`src/verilog/lvr_regs.svh`:
```
// Register map, field positions, cause codes, interrupt bits and timing counts of the reset sequencer.
// Assumes inclusion by bare name from the design files.
`ifndef LVR_REGS_SVH
`define LVR_REGS_SVH
`define LVR_ADDR_W 8
`define LVR_ADDR_PROGRAM_FLAG_REGISTER 8'h86
`define LVR_ADDR_CTRL 8'h90
`define LVR_ADDR_IRQ_STAT 8'h91
`define LVR_ADDR_IRQ_MASK 8'h92
`define LVR_BIT_TIMEOUT 7
`define LVR_BIT_PWRDN 6
`define LVR_BIT_HIGH_FLAG 5
`define LVR_BIT_MID_FLAG 4
`define LVR_PROGRAM_FLAG_REGISTER_RW_MASK 8'h07
`define LVR_CAUSE_WDT 2'h0
`define LVR_CAUSE_POR 2'h2
`define LVR_CAUSE_EXT 2'h3
`define LVR_IRQ_W 3
`define LVR_IRQ_POR 0
`define LVR_IRQ_WDT 1
`define LVR_IRQ_EXT 2
`define LVR_INIT_CYCLES 16
`define LVR_WARMUP_NS 4000
`define LVR_CLK_NS 40
`endif

```
`src/verilog/lvr_pkg.sv`:
```
// Types shared by the reset sequencer files.
// Assumes lvr_regs.svh is on the include path.
package lvr_pkg;
  typedef enum logic [1:0] {LVR_OPT_LOWEST, LVR_OPT_MIDDLE, LVR_OPT_HIGHEST} lvr_opt_t;
  typedef enum {LVR_ST_HOLD, LVR_ST_PIN_WAIT, LVR_ST_INIT, LVR_ST_WARMUP, LVR_ST_RUN} lvr_state_t;
endpackage

```
`src/verilog/lvr_reset_seq.sv`:
```
// Reset sequencer: supply detectors, reset pin, watchdog, flags and cause bits.
// Assumes detector outputs and pin are asynchronous; registers on a plain strobe port.
`timescale 1ns/10ps
`include "lvr_regs.svh"

module lvr_reset_seq
  import lvr_pkg::*;
#(
  parameter int WARMUP_NS = `LVR_WARMUP_NS,
  parameter int INIT_CYCLES = `LVR_INIT_CYCLES
) (
  input wire logic i_sys_clk,
  input wire logic i_sys_rst,
  input wire logic [1:0] i_detector_option,
  input wire logic i_reset_pin_enable,
  input wire logic i_below_2v0,
  input wire logic i_below_2v4,
  input wire logic i_at_or_below_2v4,
  input wire logic i_at_or_below_3v6,
  input wire logic i_reset_pin_n,
  input wire logic i_wdt_overflow,
  input wire logic [`LVR_ADDR_W-1:0] i_addr,
  input wire logic [7:0] i_wdata,
  input wire logic i_wr,
  input wire logic i_rd,
  output logic [7:0] o_rdata,
  output logic o_sys_reset,
  output logic o_init_regs,
  output logic o_pc_clear,
  output logic o_irq
);
  localparam int WARMUP_CYC = (WARMUP_NS + `LVR_CLK_NS - 1) / `LVR_CLK_NS;
  localparam int TMR_W = 16;

  lvr_state_t state_q;
  logic [3:0] sync_out;
  logic below_2v0_s, below_2v4_s, mid_s, high_s, pin_n_s;
  logic pin_en, supply_low, pin_low, tmr_start, tmr_busy, tmr_done, hold_to_init;
  logic [TMR_W-1:0] tmr_count;
  logic mid_flag_q, high_flag_q;
  logic [1:0] cause_q;
  logic [2:0] alu_flags_q;
  logic [`LVR_IRQ_W-1:0] irq_stat_q, irq_mask_q, irq_evt;
  logic pin_en_q;
  logic wr_program_flag_register, wr_stat, wr_mask, wr_ctrl;

  function automatic logic addr_hit(input logic [`LVR_ADDR_W-1:0] a,
    input logic [`LVR_ADDR_W-1:0] r);
    addr_hit = (a == r);
  endfunction

  // Detector outputs sync; pin idles high so no false reset at start
  lvr_sync2 #(.WIDTH(4), .INIT(4'h0)) u_sync_det (
    .i_sys_clk(i_sys_clk),
    .i_sys_rst(i_sys_rst),
    .i_async({i_below_2v0, i_below_2v4, i_at_or_below_2v4, i_at_or_below_3v6}),
    .o_sync(sync_out)
  );
  lvr_sync2 #(.WIDTH(1), .INIT(1'b1)) u_sync_pin (
    .i_sys_clk(i_sys_clk),
    .i_sys_rst(i_sys_rst),
    .i_async(i_reset_pin_n),
    .o_sync(pin_n_s)
  );
  assign {below_2v0_s, below_2v4_s, mid_s, high_s} = sync_out;

  // Only the build option gates the pin; the control bit is storage only
  assign pin_en = i_reset_pin_enable;
  assign pin_low = pin_en & ~pin_n_s;
  // 2.0V detector always resets; 2.4V reset only with highest option
  assign supply_low = below_2v0_s |
    ((i_detector_option == 2'(LVR_OPT_HIGHEST)) & below_2v4_s);

  // Every entry into INIT must load the timer, or the sequence stalls there
  assign hold_to_init = ~supply_low & ~pin_low &
    (((state_q == LVR_ST_HOLD) & ~pin_en) | (i_wdt_overflow & (state_q == LVR_ST_RUN)));
  assign tmr_count = (state_q == LVR_ST_INIT) ? TMR_W'(WARMUP_CYC) : TMR_W'(INIT_CYCLES);
  assign tmr_start = ((state_q == LVR_ST_PIN_WAIT) & pin_n_s) | hold_to_init |
    ((state_q == LVR_ST_INIT) & tmr_done);

  lvr_cycle_timer #(.WIDTH(TMR_W)) u_timer (
    .i_sys_clk(i_sys_clk),
    .i_sys_rst(i_sys_rst),
    .i_start(tmr_start),
    .i_count(tmr_count),
    .o_busy(tmr_busy),
    .o_done(tmr_done)
  );

  // Sequence; supply low always returns to hold, pin low goes to pin wait
  always_ff @(posedge i_sys_clk)
  begin
    if (i_sys_rst)
      state_q <= LVR_ST_HOLD;
    else if (supply_low)
      state_q <= LVR_ST_HOLD;
    else if (pin_low)
      state_q <= LVR_ST_PIN_WAIT;
    else if (i_wdt_overflow && state_q == LVR_ST_RUN)
      state_q <= LVR_ST_INIT;
    else
    begin
      case (state_q)
        LVR_ST_HOLD: state_q <= pin_en ? LVR_ST_PIN_WAIT : LVR_ST_INIT;
        LVR_ST_PIN_WAIT: if (pin_n_s) state_q <= LVR_ST_INIT;
        LVR_ST_INIT: if (tmr_done) state_q <= LVR_ST_WARMUP;
        LVR_ST_WARMUP: if (tmr_done) state_q <= LVR_ST_RUN;
        LVR_ST_RUN: state_q <= LVR_ST_RUN;
        default: state_q <= LVR_ST_HOLD;
      endcase
    end
  end

  assign o_sys_reset = (state_q != LVR_ST_RUN);
  assign o_init_regs = (state_q == LVR_ST_INIT);
  assign o_pc_clear = (state_q != LVR_ST_RUN);

  // Supply flags: gated by option, cleared during supply reset
  always_ff @(posedge i_sys_clk)
  begin
    if (i_sys_rst || supply_low)
    begin
      mid_flag_q <= 1'b0;
      high_flag_q <= 1'b0;
    end
    else
    begin
      mid_flag_q <= (i_detector_option != 2'(LVR_OPT_LOWEST)) & mid_s;
      high_flag_q <= (i_detector_option == 2'(LVR_OPT_HIGHEST)) & high_s;
    end
  end

  // Cause bits; power beats pin beats watchdog
  always_ff @(posedge i_sys_clk)
  begin
    if (i_sys_rst || supply_low)
      cause_q <= `LVR_CAUSE_POR;
    else if (pin_low)
      cause_q <= `LVR_CAUSE_EXT;
    else if (i_wdt_overflow && state_q == LVR_ST_RUN)
      cause_q <= `LVR_CAUSE_WDT;
    else if (wr_program_flag_register && cause_q != `LVR_CAUSE_POR && i_wdata[7:6] != 2'h1)
      cause_q <= i_wdata[7:6];
  end

  assign wr_program_flag_register = i_wr & addr_hit(i_addr, `LVR_ADDR_PROGRAM_FLAG_REGISTER) & (state_q == LVR_ST_RUN);
  assign wr_ctrl = i_wr & addr_hit(i_addr, `LVR_ADDR_CTRL);
  assign wr_stat = i_wr & addr_hit(i_addr, `LVR_ADDR_IRQ_STAT);
  assign wr_mask = i_wr & addr_hit(i_addr, `LVR_ADDR_IRQ_MASK);

  always_ff @(posedge i_sys_clk)
  begin
    if (i_sys_rst || o_init_regs)
      alu_flags_q <= 3'h0;
    else if (wr_program_flag_register)
      alu_flags_q <= 3'(i_wdata & `LVR_PROGRAM_FLAG_REGISTER_RW_MASK);
  end

  always_ff @(posedge i_sys_clk)
  begin
    if (i_sys_rst)
      pin_en_q <= 1'b0;
    else if (wr_ctrl)
      pin_en_q <= i_wdata[0];
  end

  // Events survive reset sequence so software sees them after boot
  assign irq_evt[`LVR_IRQ_POR] = supply_low & (state_q != LVR_ST_HOLD);
  assign irq_evt[`LVR_IRQ_WDT] = i_wdt_overflow & (state_q == LVR_ST_RUN);
  assign irq_evt[`LVR_IRQ_EXT] = pin_low & (state_q != LVR_ST_PIN_WAIT);

  always_ff @(posedge i_sys_clk)
  begin
    if (i_sys_rst)
      irq_stat_q <= '0;
    else
      irq_stat_q <= (irq_stat_q & ~(wr_stat ? i_wdata[`LVR_IRQ_W-1:0] : '0)) | irq_evt;
  end

  always_ff @(posedge i_sys_clk)
  begin
    if (i_sys_rst)
      irq_mask_q <= '0;
    else if (wr_mask)
      irq_mask_q <= i_wdata[`LVR_IRQ_W-1:0];
  end

  assign o_irq = |(irq_stat_q & irq_mask_q);

  always_ff @(posedge i_sys_clk)
  begin
    if (i_sys_rst)
      o_rdata <= 8'h00;
    else if (i_rd)
    begin
      case (i_addr)
        `LVR_ADDR_PROGRAM_FLAG_REGISTER: o_rdata <= {cause_q, high_flag_q, mid_flag_q, 1'b0, alu_flags_q};
        `LVR_ADDR_CTRL: o_rdata <= {7'h00, pin_en_q};
        `LVR_ADDR_IRQ_STAT: o_rdata <= {5'h00, irq_stat_q};
        `LVR_ADDR_IRQ_MASK: o_rdata <= {5'h00, irq_mask_q};
        default: o_rdata <= 8'h00;
      endcase
    end
    else
      o_rdata <= 8'h00;
  end

  chk_lowest_flags: assert property (@(posedge i_sys_clk) disable iff (i_sys_rst)
    i_detector_option == 2'(LVR_OPT_LOWEST) |=> !high_flag_q && !mid_flag_q)
    else $error("flags set in lowest option");
  chk_mid_track: assert property (@(posedge i_sys_clk) disable iff (i_sys_rst)
    (i_detector_option == 2'(LVR_OPT_MIDDLE) && !supply_low && mid_s) |=> mid_flag_q)
    else $error("mid flag not tracking");
  chk_high_reset: assert property (@(posedge i_sys_clk) disable iff (i_sys_rst)
    (i_detector_option == 2'(LVR_OPT_HIGHEST) && below_2v4_s) |=> state_q == LVR_ST_HOLD)
    else $error("2.4V reset missing");
  chk_high_flag: assert property (@(posedge i_sys_clk) disable iff (i_sys_rst)
    (i_detector_option == 2'(LVR_OPT_HIGHEST) && !supply_low && high_s) |=> high_flag_q)
    else $error("high flag not tracking");
  chk_por_hold: assert property (@(posedge i_sys_clk) disable iff (i_sys_rst)
    below_2v0_s |=> o_sys_reset && cause_q == `LVR_CAUSE_POR)
    else $error("2.0V reset missing");
  chk_flag_clear: assert property (@(posedge i_sys_clk) disable iff (i_sys_rst)
    supply_low |=> !mid_flag_q && !high_flag_q)
    else $error("flags not cleared");
  chk_pin_ignored: assert property (@(posedge i_sys_clk) disable iff (i_sys_rst)
    (!pin_en && state_q == LVR_ST_RUN && !supply_low && !i_wdt_overflow)
      |=> state_q == LVR_ST_RUN)
    else $error("disabled pin caused reset");
  chk_warmup_timer: assert property (@(posedge i_sys_clk) disable iff (i_sys_rst)
    state_q == LVR_ST_WARMUP |-> tmr_busy || tmr_done)
    else $error("warm-up without timer");
  chk_pin_hold: assert property (@(posedge i_sys_clk) disable iff (i_sys_rst)
    (pin_low && !supply_low) |=> state_q == LVR_ST_PIN_WAIT && o_sys_reset)
    else $error("pin low not holding reset");
  chk_wdt_cause: assert property (@(posedge i_sys_clk) disable iff (i_sys_rst)
    (state_q == LVR_ST_RUN && i_wdt_overflow && !supply_low && !pin_low)
      |=> state_q == LVR_ST_INIT && cause_q == `LVR_CAUSE_WDT)
    else $error("watchdog reset wrong");
  chk_init_order: assert property (@(posedge i_sys_clk) disable iff (i_sys_rst)
    (state_q == LVR_ST_INIT && $past(state_q) != LVR_ST_INIT) |-> ##[1:40] state_q != LVR_ST_INIT)
    else $error("init stage stuck");

  cov_wdt: cover property (@(posedge i_sys_clk) state_q == LVR_ST_RUN ##1 state_q == LVR_ST_INIT);
  cov_pin: cover property (@(posedge i_sys_clk) state_q == LVR_ST_PIN_WAIT ##1 state_q == LVR_ST_INIT);
  cov_boot: cover property (@(posedge i_sys_clk) state_q == LVR_ST_WARMUP ##1 state_q == LVR_ST_RUN);
endmodule

```
`src/verilog/lvr_sync2.sv`:
```
// Two-stage synchroniser for a bus of asynchronous levels.
// Assumes only the second stage is consumed.
`timescale 1ns/10ps
module lvr_sync2 #(
  parameter int WIDTH = 4,
  parameter logic [WIDTH-1:0] INIT = '0
) (
  input wire logic i_sys_clk,
  input wire logic i_sys_rst,
  input wire logic [WIDTH-1:0] i_async,
  output logic [WIDTH-1:0] o_sync
);
  logic [WIDTH-1:0] meta_q;

  always_ff @(posedge i_sys_clk)
  begin
    if (i_sys_rst)
    begin
      meta_q <= INIT;
      o_sync <= INIT;
    end
    else
    begin
      meta_q <= i_async;
      o_sync <= meta_q;
    end
  end
endmodule

```
`src/verilog/lvr_cycle_timer.sv`:
```
// Loadable down-counter that pulses o_done when it expires.
// Assumes i_start is a one-cycle pulse.
`timescale 1ns/10ps
module lvr_cycle_timer #(
  parameter int WIDTH = 16
) (
  input wire logic i_sys_clk,
  input wire logic i_sys_rst,
  input wire logic i_start,
  input wire logic [WIDTH-1:0] i_count,
  output logic o_busy,
  output logic o_done
);
  logic [WIDTH-1:0] cnt_q;

  always_ff @(posedge i_sys_clk)
  begin
    if (i_sys_rst)
    begin
      cnt_q <= '0;
      o_busy <= 1'b0;
      o_done <= 1'b0;
    end
    else
    begin
      o_done <= 1'b0;
      if (i_start)
      begin
        cnt_q <= i_count;
        o_busy <= 1'b1;
      end
      else if (o_busy)
      begin
        if (cnt_q <= WIDTH'(1))
        begin
          o_busy <= 1'b0;
          o_done <= 1'b1;
        end
        else
          cnt_q <= cnt_q - WIDTH'(1);
      end
    end
  end
endmodule

```
`config.mk`:
```
export PLATFORM = sky130hd
export DESIGN_NAME = lvr_reset_seq
export DESIGN_NICKNAME = d
export VERILOG_FILES = /design/src/verilog/lvr_pkg.sv /design/src/verilog/lvr_reset_seq.sv /design/src/verilog/lvr_sync2.sv /design/src/verilog/lvr_cycle_timer.sv
export VERILOG_INCLUDE_DIRS = /design/src /design/src/verilog
export SDC_FILE = /design/constraint.sdc
export NUM_CORES = 1
export LEC_CHECK = 0
export ABC_AREA = 1
export BUFFER_PORTS_ARGS = -buffer_cell sky130_fd_sc_hd__buf_2
export CAP_MARGIN = 20
export CELL_PAD_IN_SITES_DETAIL_PLACEMENT = 1
export CELL_PAD_IN_SITES_GLOBAL_PLACEMENT = 2
export CORE_MARGIN = 2
export CORE_UTILIZATION = 30
export CTS_CLUSTER_SIZE = 40
export DETAILED_ROUTE_END_ITERATION = 8
export PLACE_DENSITY = 0.81
export SLEW_MARGIN = 10
export SYNTH_ARGS = -nofsm -noshare
export SYNTH_HDL_FRONTEND = slang
export SYNTH_HIERARCHICAL = 1
export SYNTH_SLANG_ARGS = --single-unit
```
`constraint.sdc`:
```
create_clock -name i_sys_clk -period 4.5 [get_ports i_sys_clk]
set_clock_uncertainty 0.2 [all_clocks]
set_input_delay 0.225 -clock i_sys_clk [delete_from_list [all_inputs] [get_ports i_sys_clk]]
set_output_delay 0.225 -clock i_sys_clk [all_outputs]
set_load 0.05 [all_outputs]
```
* Word level (Yosys, flattened, before mapping)
Index checks and enable logic that the tools add are counted.
** Cells by class
- Add/sub/neg operators :: 1
- Order comparisons :: 1
- Equal/unequal tests :: 26
- Muxes and demuxes :: 20
- Bitwise operators :: 31
- Reduce and logical (&&, ||, !) cells :: 23
** Operators with widths (count)
- $pmux W32 S5 :: 1
- $eq A32 B2 Y1 const B :: 3
- $mux W32 :: 3
- $eq A32 B3 Y1 const B :: 2
- $logic_not A32 Y1 :: 2
- $mux W16 :: 3
- $eq A32 B1 Y1 const B :: 1
- $eq A32 B4 Y1 const B :: 1
- $eq A8 B8 Y1 const B :: 4
- $ne A32 B2 Y1 const B :: 1
- $ne A32 B4 Y1 const B :: 1
- $pmux W8 S4 :: 1
- $reduce_bool A32 Y1 :: 1
- $and A1 B1 Y1 :: 17
- $le A16 B1 Y1 const B :: 1
- $sub A16 B1 Y16 const B :: 1
- $ne A4 B3 Y1 const B :: 3
- $ne A3 B2 Y1 const B :: 3
- $reduce_and A3 Y1 :: 3
- $reduce_or A3 Y1 :: 3
- $mux W2 :: 4
- $ne A2 B1 Y1 const B :: 4
- $mux W7 :: 1
- $and A3 B3 Y3 :: 2
- 15 further kinds :: 36
** Word-level totals
- Flip-flop bits (word level) :: 82
- Output and inout bits :: 12
- Logic and storage cells :: 121

* Longest topological paths before layout
Gate-level depths: netlist (run 1).
- Word-level depth :: 10
- Depth in mapped cells :: 14

* By module
Netlist (run 1), hierarchy kept.
** Modules (own cells, without submodules)
- lvr_reset_seq :: instances 1, cells an instance 208, area each 1365.1 µm², seq. area each 480.5 µm²
- lvr_cycle_timer :: instances 1, cells an instance 218, area each 1301.2 µm², seq. area each 360.3 µm²
- lvr_sync2 (u_sync_det) :: instances 1, cells an instance 25, area each 231.5 µm², seq. area each 160.2 µm²
- lvr_sync2 (u_sync_pin) :: instances 1, cells an instance 7, area each 58.8 µm², seq. area each 40.0 µm²

* Worst setup path after synthesis (run 1)
OpenSTA, ideal clock, no wires.
- Path type :: register -> register
- From :: reg state_q[0]
- To :: reg u_timer.cnt_q[15]
- Setup time :: 0.119 ns
- Arrival :: 1.559 ns
- Data required time :: 4.181 ns
- Setup slack :: 2.622 ns
- Stages on the path, launching flop included :: 13
- Path buffers :: 2
- Period minus slack after synthesis :: 1.878 ns
- Cell sequence :: dfxtp_1 nor2_4 nand3_2 nand2_1 nand3_1 o221ai_1 buf_2 inv_2 buf_2 nand3_1 nand2_1 nor2_1 nor2_1
** On the way
- Word-level cells in the longest chain between the ends :: 8
** Ends and longest elaborated chain
- start: declaration :: RTL line lvr_reset_seq.sv:35 : lvr_state_t state_q;
- start signal: assignment :: RTL line lvr_reset_seq.sv:104 : LVR_ST_HOLD: state_q <= pin_en ? LVR_ST_PIN_WAIT : LVR_ST_INIT;
- $eq A32 B4 Y1 / $logic_not A32 Y1 (equally long branches) :: RTL line lvr_reset_seq.sv:76 : (((state_q == LVR_ST_HOLD) & ~pin_en) | (i_wdt_overflow & (state_q == LVR_ST_RUN)));
- $and A1 B1 Y1 :: RTL line lvr_reset_seq.sv:76
- $or A1 B1 Y1 :: RTL line lvr_reset_seq.sv:76
- $and A1 B1 Y1 :: RTL line lvr_reset_seq.sv:75 : assign hold_to_init = ~supply_low & ~pin_low &
- $or A1 B1 Y1 :: RTL line lvr_reset_seq.sv:78 : assign tmr_start = ((state_q == LVR_ST_PIN_WAIT) & pin_n_s) | hold_to_init |
- $or A1 B1 Y1 * :: RTL line lvr_reset_seq.sv:78
- named net tmr_start :: RTL line lvr_reset_seq.sv:38 : logic pin_en, supply_low, pin_low, tmr_start, tmr_busy, tmr_done, hold_to_init;
- $ne A2 B2 Y1 (no source line) / $reduce_bool A2 Y1 (equally long branches)
- $reduce_and A2 Y1 (no source line)
- end signal: assignment :: RTL line lvr_cycle_timer.sv:29 : cnt_q <= i_count;
- end signal: assignment :: RTL line lvr_cycle_timer.sv:40 : cnt_q <= cnt_q - WIDTH'(1);
- end: declaration :: RTL line lvr_cycle_timer.sv:14 : logic [WIDTH-1:0] cnt_q;
Mark *: on every way through the listed nets, which the timed path passes. The rest lies on a longest branch.
A chain may end at the register's enable or synchronous reset.

* Final worst setup path (run 1)
- From :: in i_detector_option[0]
- To :: reg u_timer.cnt_q[14]
** On the way
- Word-level cells in the longest chain between the ends :: 10
** Ends and longest elaborated chain
- start: declaration :: RTL line lvr_reset_seq.sv:14 : input wire logic [1:0] i_detector_option,
- $eq A2 B2 Y1 * :: RTL line lvr_reset_seq.sv:72 : ((i_detector_option == 2'(LVR_OPT_HIGHEST)) & below_2v4_s);
- $and A1 B1 Y1 * :: RTL line lvr_reset_seq.sv:72
- $or A1 B1 Y1 * :: RTL line lvr_reset_seq.sv:71 : assign supply_low = below_2v0_s |
- $not A1 Y1 * :: RTL line lvr_reset_seq.sv:75
- $and A1 B1 Y1 * (2 in series) :: RTL line lvr_reset_seq.sv:75
- $or A1 B1 Y1 * (2 in series) :: RTL line lvr_reset_seq.sv:78
- named net tmr_start :: RTL line lvr_reset_seq.sv:38
- $ne A2 B2 Y1 (no source line) / $reduce_bool A2 Y1 (equally long branches)
- $reduce_and A2 Y1 (no source line)
Marked as above.

==> results of run 1 <==
[path summary, 6_finish.rpt]
check,startpoint,end,slack [ns],depth (start not counted)
hold / removal,i_wdata[2],irq_mask_q[2],0.001,3
setup / recovery,i_detector_option[0],u_timer/cnt_q[14],1.87,16
hold reg to reg,u_sync_det/meta_q[1],u_sync_det/o_sync[1],0.21,2
setup reg to reg,state_q[0],u_timer/cnt_q[14],2.02,13
[metal layers]
metal / up-vias / track usage [%] / share of wire (%)
met3: 4 / 2.22 / 2.3
met2: 28 / 30.0 / 52
li1: 1515 / - / -
met1: 1346 / 18.3 / 45
met5: - / 0 / 0
met4: 0 / 3.85 / 0.79
[layout by cell type (no fill, tap or decap), drive strengths merged, types with 4 or more instances in the layout]
master / netlist / routed
nand4: 9 / 9
inv: 68 / 69
clkbuf: 1 / 6
o21ai: 21 / 21
xor2: 4 / 4
nor3: 6 / 6
nand2: 124 / 124
dlygate4sd3: 0 / 9
buf: 6 / 37
dfxtp: 52 / 52
a21oi: 14 / 14
nand3: 38 / 38
conb: 1 / 13
nor2: 106 / 106
[final cells by class]
| type | instances | area, sq um |
|---|---|---|
| fillers | 1314 | 6200 |
| multi-input cells | 342 | 1650 |
| inverters | 69 | 267 |
| repair buffers | 46 | 278 |
| well taps | 133 | 166 |
| flip-flops and latches | 52 | 1040 |
| clock inverters | 2 | 13.8 |
| clock buffers | 6 | 72.6 |
[logic make-up (layout without fill, tap and decap cells)]
logic type,count (synthesis),count (layout),share of synthesized area (%)
AOI/OAI and AO/OA,37,37,6.86
and+or+nand+nor,286,286,45.2
xor gates and xnor gates,4,4,1.18
buffers and inverters,76,123,10.5
adders and majority gates,2,2,0.846
other,1,13,0.127
DFF,52,52,35.2
[flip-flops by register name, indices dropped and copies added, names as in the netlist]
name               cells
alu_flags_q            3
cause_q                2
high_flag_q            1
irq_mask_q             3
irq_stat_q             3
mid_flag_q             1
o_rdata                7
pin_en_q               1
state_q                3
u_sync_det/meta_q      4
u_sync_det/o_sync      4
u_sync_pin/meta_q      1
u_sync_pin/o_sync      1
u_timer/cnt_q         16
u_timer/o_busy         1
u_timer/o_done         1
[power by group]
group | switching (mW) | total, mW | leakage [nW] | internal (mW)
clock | 0.165 | 0.276 | 0.0456 | 0.112
combinational | 0.612 | 0.921 | 1.28 | 0.309
sequential | 0.0969 | 0.633 | 0.425 | 0.536
total | 0.873 | 1.83 | 1.75 | 0.956
[stage by stage]
stage	cells	total power [mW]	util, %	area [sq um]
after floorplan	470	1.35	-	3000
after global placement	633	1.55	34.2	3310
after detailed placement	633	1.57	34.2	3310
after CTS	650	1.87	36.0	3490
after global routing	650	2.03	36.0	3490
final	650	1.83	36.0	3490
[worst min-delay path: cells and delay by family]
kind | cells | cell delay, ns
simple gates | 2 | 0.14
buf+inv | 1 | 0.11
==> flow_metrics.tcl, run 1 <==
set metrics [dict create \
    setup_viol 0 \
    cap_violations 0 \
    drtIter0Drc 42 \
    grt_pass1_wl_um 13200 \
    crit_type "in -> reg" \
    required_ns 4.55 \
    clkLatencyLatePin_ns 0.31 \
    cpLargestDelayFamily "buffers and inverters" \
    gp_congestion 0.808 \
    worst_slew_pin_slew_ns 0.562 \
    dieHeight_um 103 \
    cts_resized 0 \
    hpwlAfterDp_um 5880 \
    arrival_ns 2.69 \
    crit_path_max_fanout 17 \
    grt_overflow 0 \
    die_w_um 103 \
    yosys-top-cells-area "dfxtp_1, nand2_1, nor2_1, inv_1, nand3_1" \
    critPathSlowestCell "dlygate4sd3_1" \
    ir_worst_vdd_uv 258 \
    grt_max_degree 26 \
    holdBufCountCts 9 \
    cts.reportedPaths.clkPinSlew_ns 0.10 \
    yosys-top-cells-count "nand2_1, nor2_1, inv_1" \
    slew_headroom_pct 62.5 \
    power_density_mw_per_mm2 525 \
    worst-path-buf-inv 8 \
    hold_viol_final 0 \
    syn_inst 458 \
    clock-sinks 52 \
    drive_above_1_share_pct 17.6 \
    syn_area_per_cell_sq_um 6.46 \
    first_pass_iters 4 \
    avgRoutedWirePerCell_um 11.7 \
    numPortBuffers 36 \
    clockRootBuffer "clkbuf_8" \
    design.portCount 41 \
    end_kind "flip-flop" \
    period_needed_ns 2.63 \
    fin_ws_ns 1.87 \
    seq_area_frac_synth_pct 35.2 \
    post_synth_num_cell_types 34 \
    synth.most_common_cell "nand2_1" \
    whs_ns 0.00114 \
    setup-tns-final_ns 0 \
    fmax_ghz 0.380 \
    synth_seq_cells 52 \
    yosys.area.top_type "dfxtp_1" \
    clock_path_buffers 2 \
    dieArea_sq_mm 0.0107 \
    diodes 0 \
    synth_top_flop_cell "dfxtp_1" \
    hp-class "in -> reg" \
    yosys_warnings 6 \
    grt_setup_unrepaired "false" \
    rows 36 \
    crit_path_max_incr_delay_ns 0.53 \
    num_vias 2893 \
    cts_setup_buffers 0 \
    wirelength_um 7620 \
    grt_pass1_vias 2957 \
    core-area_sq_mm 0.00968 \
    initial_core_util_pct 30.5 \
    drcViolationCount 0 \
    status "complete, no violations" \
    area_growth_pct 17.9 \
    synth_edf_count 0 \
    antenna_found_initial 0 \
    async_flop_share_pct 0 \
    final_max_slew_viol_count 0 \
    netlist_area_sq_mm 0.00296 \
    dp_slack_ns 2.05 \
    cts_made_buffers 5 \
    post_drt_via_cell_ratio 4.45 \
    setup.worst_path.start_class "primary input" \
    synth.top_cell.area_share_pct 35.2 \
    crit_chain "dlygate4sd3_1 -> buf_2 -> inv_1 -> nand2_1 -> o21ai_1 -> inv_1 -> nand3_1 -> o221ai_1 -> buf_4 -> inv_2 -> nand3_2 -> inv_1 -> nand2_1 -> nand3_1 -> nand2_1 -> inv_1" \
    power_leakage_nw 1.75 \
    num-nets-final 547 \
    cpMostUsedCell "inv_1" \
    htree_num_levels 2 \
    post-route-period-util_pct 58.5 \
    cts_tree "done" \
    ant_nets 0 \
    track_usage_pct 15.7 \
]
(Power assumes the default switching activity.)
==> run 2, diff against run 1 <==
==> constraint.sdc (replaced) <==
create_clock -name i_sys_clk -period 2.5 [get_ports i_sys_clk]
set_clock_uncertainty 0.2 [all_clocks]
set_input_delay 0.125 -clock i_sys_clk [delete_from_list [all_inputs] [get_ports i_sys_clk]]
set_output_delay 0.125 -clock i_sys_clk [all_outputs]
set_load 0.05 [all_outputs]
==> run 2 against run 1 <==
Effect of this change: clock power up 89%; combinational power rose by 85%; critical path depth down 1; total power rose by 84%; register-to-register slack got worse by 1.6 ns; non-clock buffer count up 6.
==> flow_metrics.tcl, run 2 (synthesized netlist as in run 1, its figures left out) <==
set metrics [dict create \
    antenna_found_initial 0 \
    final_cells 656 \
    setup.worst_path.start_class "primary input" \
    clock_path_buffers 2 \
    drtIter0Drc 43 \
    clkLatencyLatePin_ns 0.31 \
    diodes 0 \
    place_inst 634 \
    slew_headroom_pct 62.2 \
    core-area_sq_mm 0.00968 \
    clockRootBuffer "clkbuf_8" \
    grt_max_degree 26 \
    wirelength_um 7740 \
    post_drt_via_cell_ratio 4.46 \
    track_usage_pct 15.7 \
    grt_pass1_vias 2986 \
    arrival_ns 2.25 \
    initial_core_util_pct 30.5 \
    postLayoutCellArea_sq_mm 0.00355 \
    place_area_sq_mm 0.00332 \
    ant_nets 0 \
    num-nets-final 553 \
    most-common-layout-cells "nand2_1, nor2_1, inv_1, dfxtp_1, buf_2" \
    first_pass_iters 4 \
    dieHeight_um 103 \
    drive_above_1_share_pct 17.8 \
    end_kind "flip-flop" \
    area_growth_pct 20.2 \
    setup_viol 0 \
    post-route-period-util_pct 87.3 \
    required_ns 2.57 \
    largest_reg_flops 16 \
    layout_commonest_cell "nand2_1" \
    cts_made_buffers 5 \
    numPortBuffers 36 \
    crit_path_max_fanout 17 \
    period_needed_ns 2.18 \
    whs_ns 0.0331 \
    cts_tree "done" \
    top_regs "u_timer/cnt_q x16, o_rdata x7" \
    crit_type "in -> reg" \
    rows 36 \
    num_vias 2923 \
    power_density_mw_per_mm2 945 \
    avgRoutedWirePerCell_um 11.8 \
    status "complete, no violations" \
    setup-tns-final_ns 0 \
    final_max_slew_viol_count 0 \
    htree_num_levels 2 \
    dieArea_sq_mm 0.0107 \
    die_w_um 103 \
    clock-sinks 52 \
    top_register "u_timer/cnt_q" \
    grt_pass1_wl_um 13400 \
    power_leakage_nw 1.78 \
    hold_viol_final 0 \
    hp-class "in -> reg" \
    cts.reportedPaths.clkPinSlew_ns 0.11 \
    worst_slew_pin_slew_ns 0.568 \
    design.portCount 41 \
    cap_violations 0 \
    hpwlAfterDp_um 5910 \
    drcViolationCount 0 \
    fmax_ghz 0.458 \
    ir_worst_vdd_uv 535 \
    grt_setup_unrepaired "false" \
    grt_overflow 0 \
    gp_congestion 0.779 \
]
run 2: cell count changes in the layout (fill, tap and decap cells not counted), sizes merged:
cell / delta
buf: +1
clkinvlp: +1
inv: +1
dlygate4sd3: +5
clkinv: -1
clkbuf: -1
run 2: timing repair:
item,CTS,global route
setup buffers,0,0
setup endpoints to repair,0,2
hold buffers,14,0
resized for setup,0,1
endpoints found under the hold margin,18,0
run 2: routing by layer:
| metal | global-route usage (%) | routed length (um) | vias to the layer above |
|---|---|---|---|
| li1 | - | - | 1534 |
| met3 | 2.22 | 187 | 5 |
| met4 | 3.44 | 61 | 0 |
| met5 | 0 | 0 | - |
| met2 | 30.0 | 3940 | 32 |
| met1 | 18.6 | 3550 | 1352 |
run 2: path summary, 6_finish.rpt:
| path | from | end | slack (ns) | cells after the start |
|---|---|---|---|---|
| setup reg to reg | state_q[0] | u_timer/cnt_q[14] | 0.42 | 12 |
| setup / recovery | i_detector_option[0] | u_timer/cnt_q[14] | 0.32 | 15 |
| hold reg to reg | u_sync_det/meta_q[3] | u_sync_det/o_sync[3] | 0.21 | 2 |
| hold / removal | i_addr[6] | o_rdata[5] | 0.03 | 6 |
run 2: metrics by stage:
step,power (mW),utilization [%],setup WS [ns]
2_1_floorplan,2.44,-,0.622
3_3_place_gp,2.79,34.3,0.359
3_5_place_dp,2.84,34.3,0.356
4_1_cts,3.40,36.7,0.211
5_1_grt,3.69,36.7,0.0751
6_report,3.36,36.7,0.317
run 2: area by class of cell:
cell class                      count  area [sq um]
Multi-Input combinational cell    342          1650
Timing Repair Buffer               52           335
Inverter                           69           269
Tap cell                          133           166
Clock buffer                        5          68.8
Clock inverter                      3          25.0
Fill cell                        1307          6130
Sequential cell                    52          1040
run 2: worst max-delay path, cell delays in order:
cell	delay [ns]
dlygate4sd3_1	0.53
buf_2	0.12
inv_1	0.04
nand2_1	0.06
o21ai_1	0.20
inv_1	0.06
nand3_1	0.08
o221ai_1	0.20
inv_4	0.26
nand3_2	0.23
inv_1	0.13
nand2_1	0.05
nand3_1	0.06
nand2_1	0.05
inv_1	0.05
run 2: power breakdown:
| group | leakage, nW | switching, mW | internal [mW] | total, mW |
|---|---|---|---|---|
| registers | 0.425 | 0.174 | 0.964 | 1.14 |
| clock network | 0.0452 | 0.318 | 0.205 | 0.523 |
| logic | 1.31 | 1.13 | 0.564 | 1.70 |
| total | 1.78 | 1.62 | 1.73 | 3.36 |
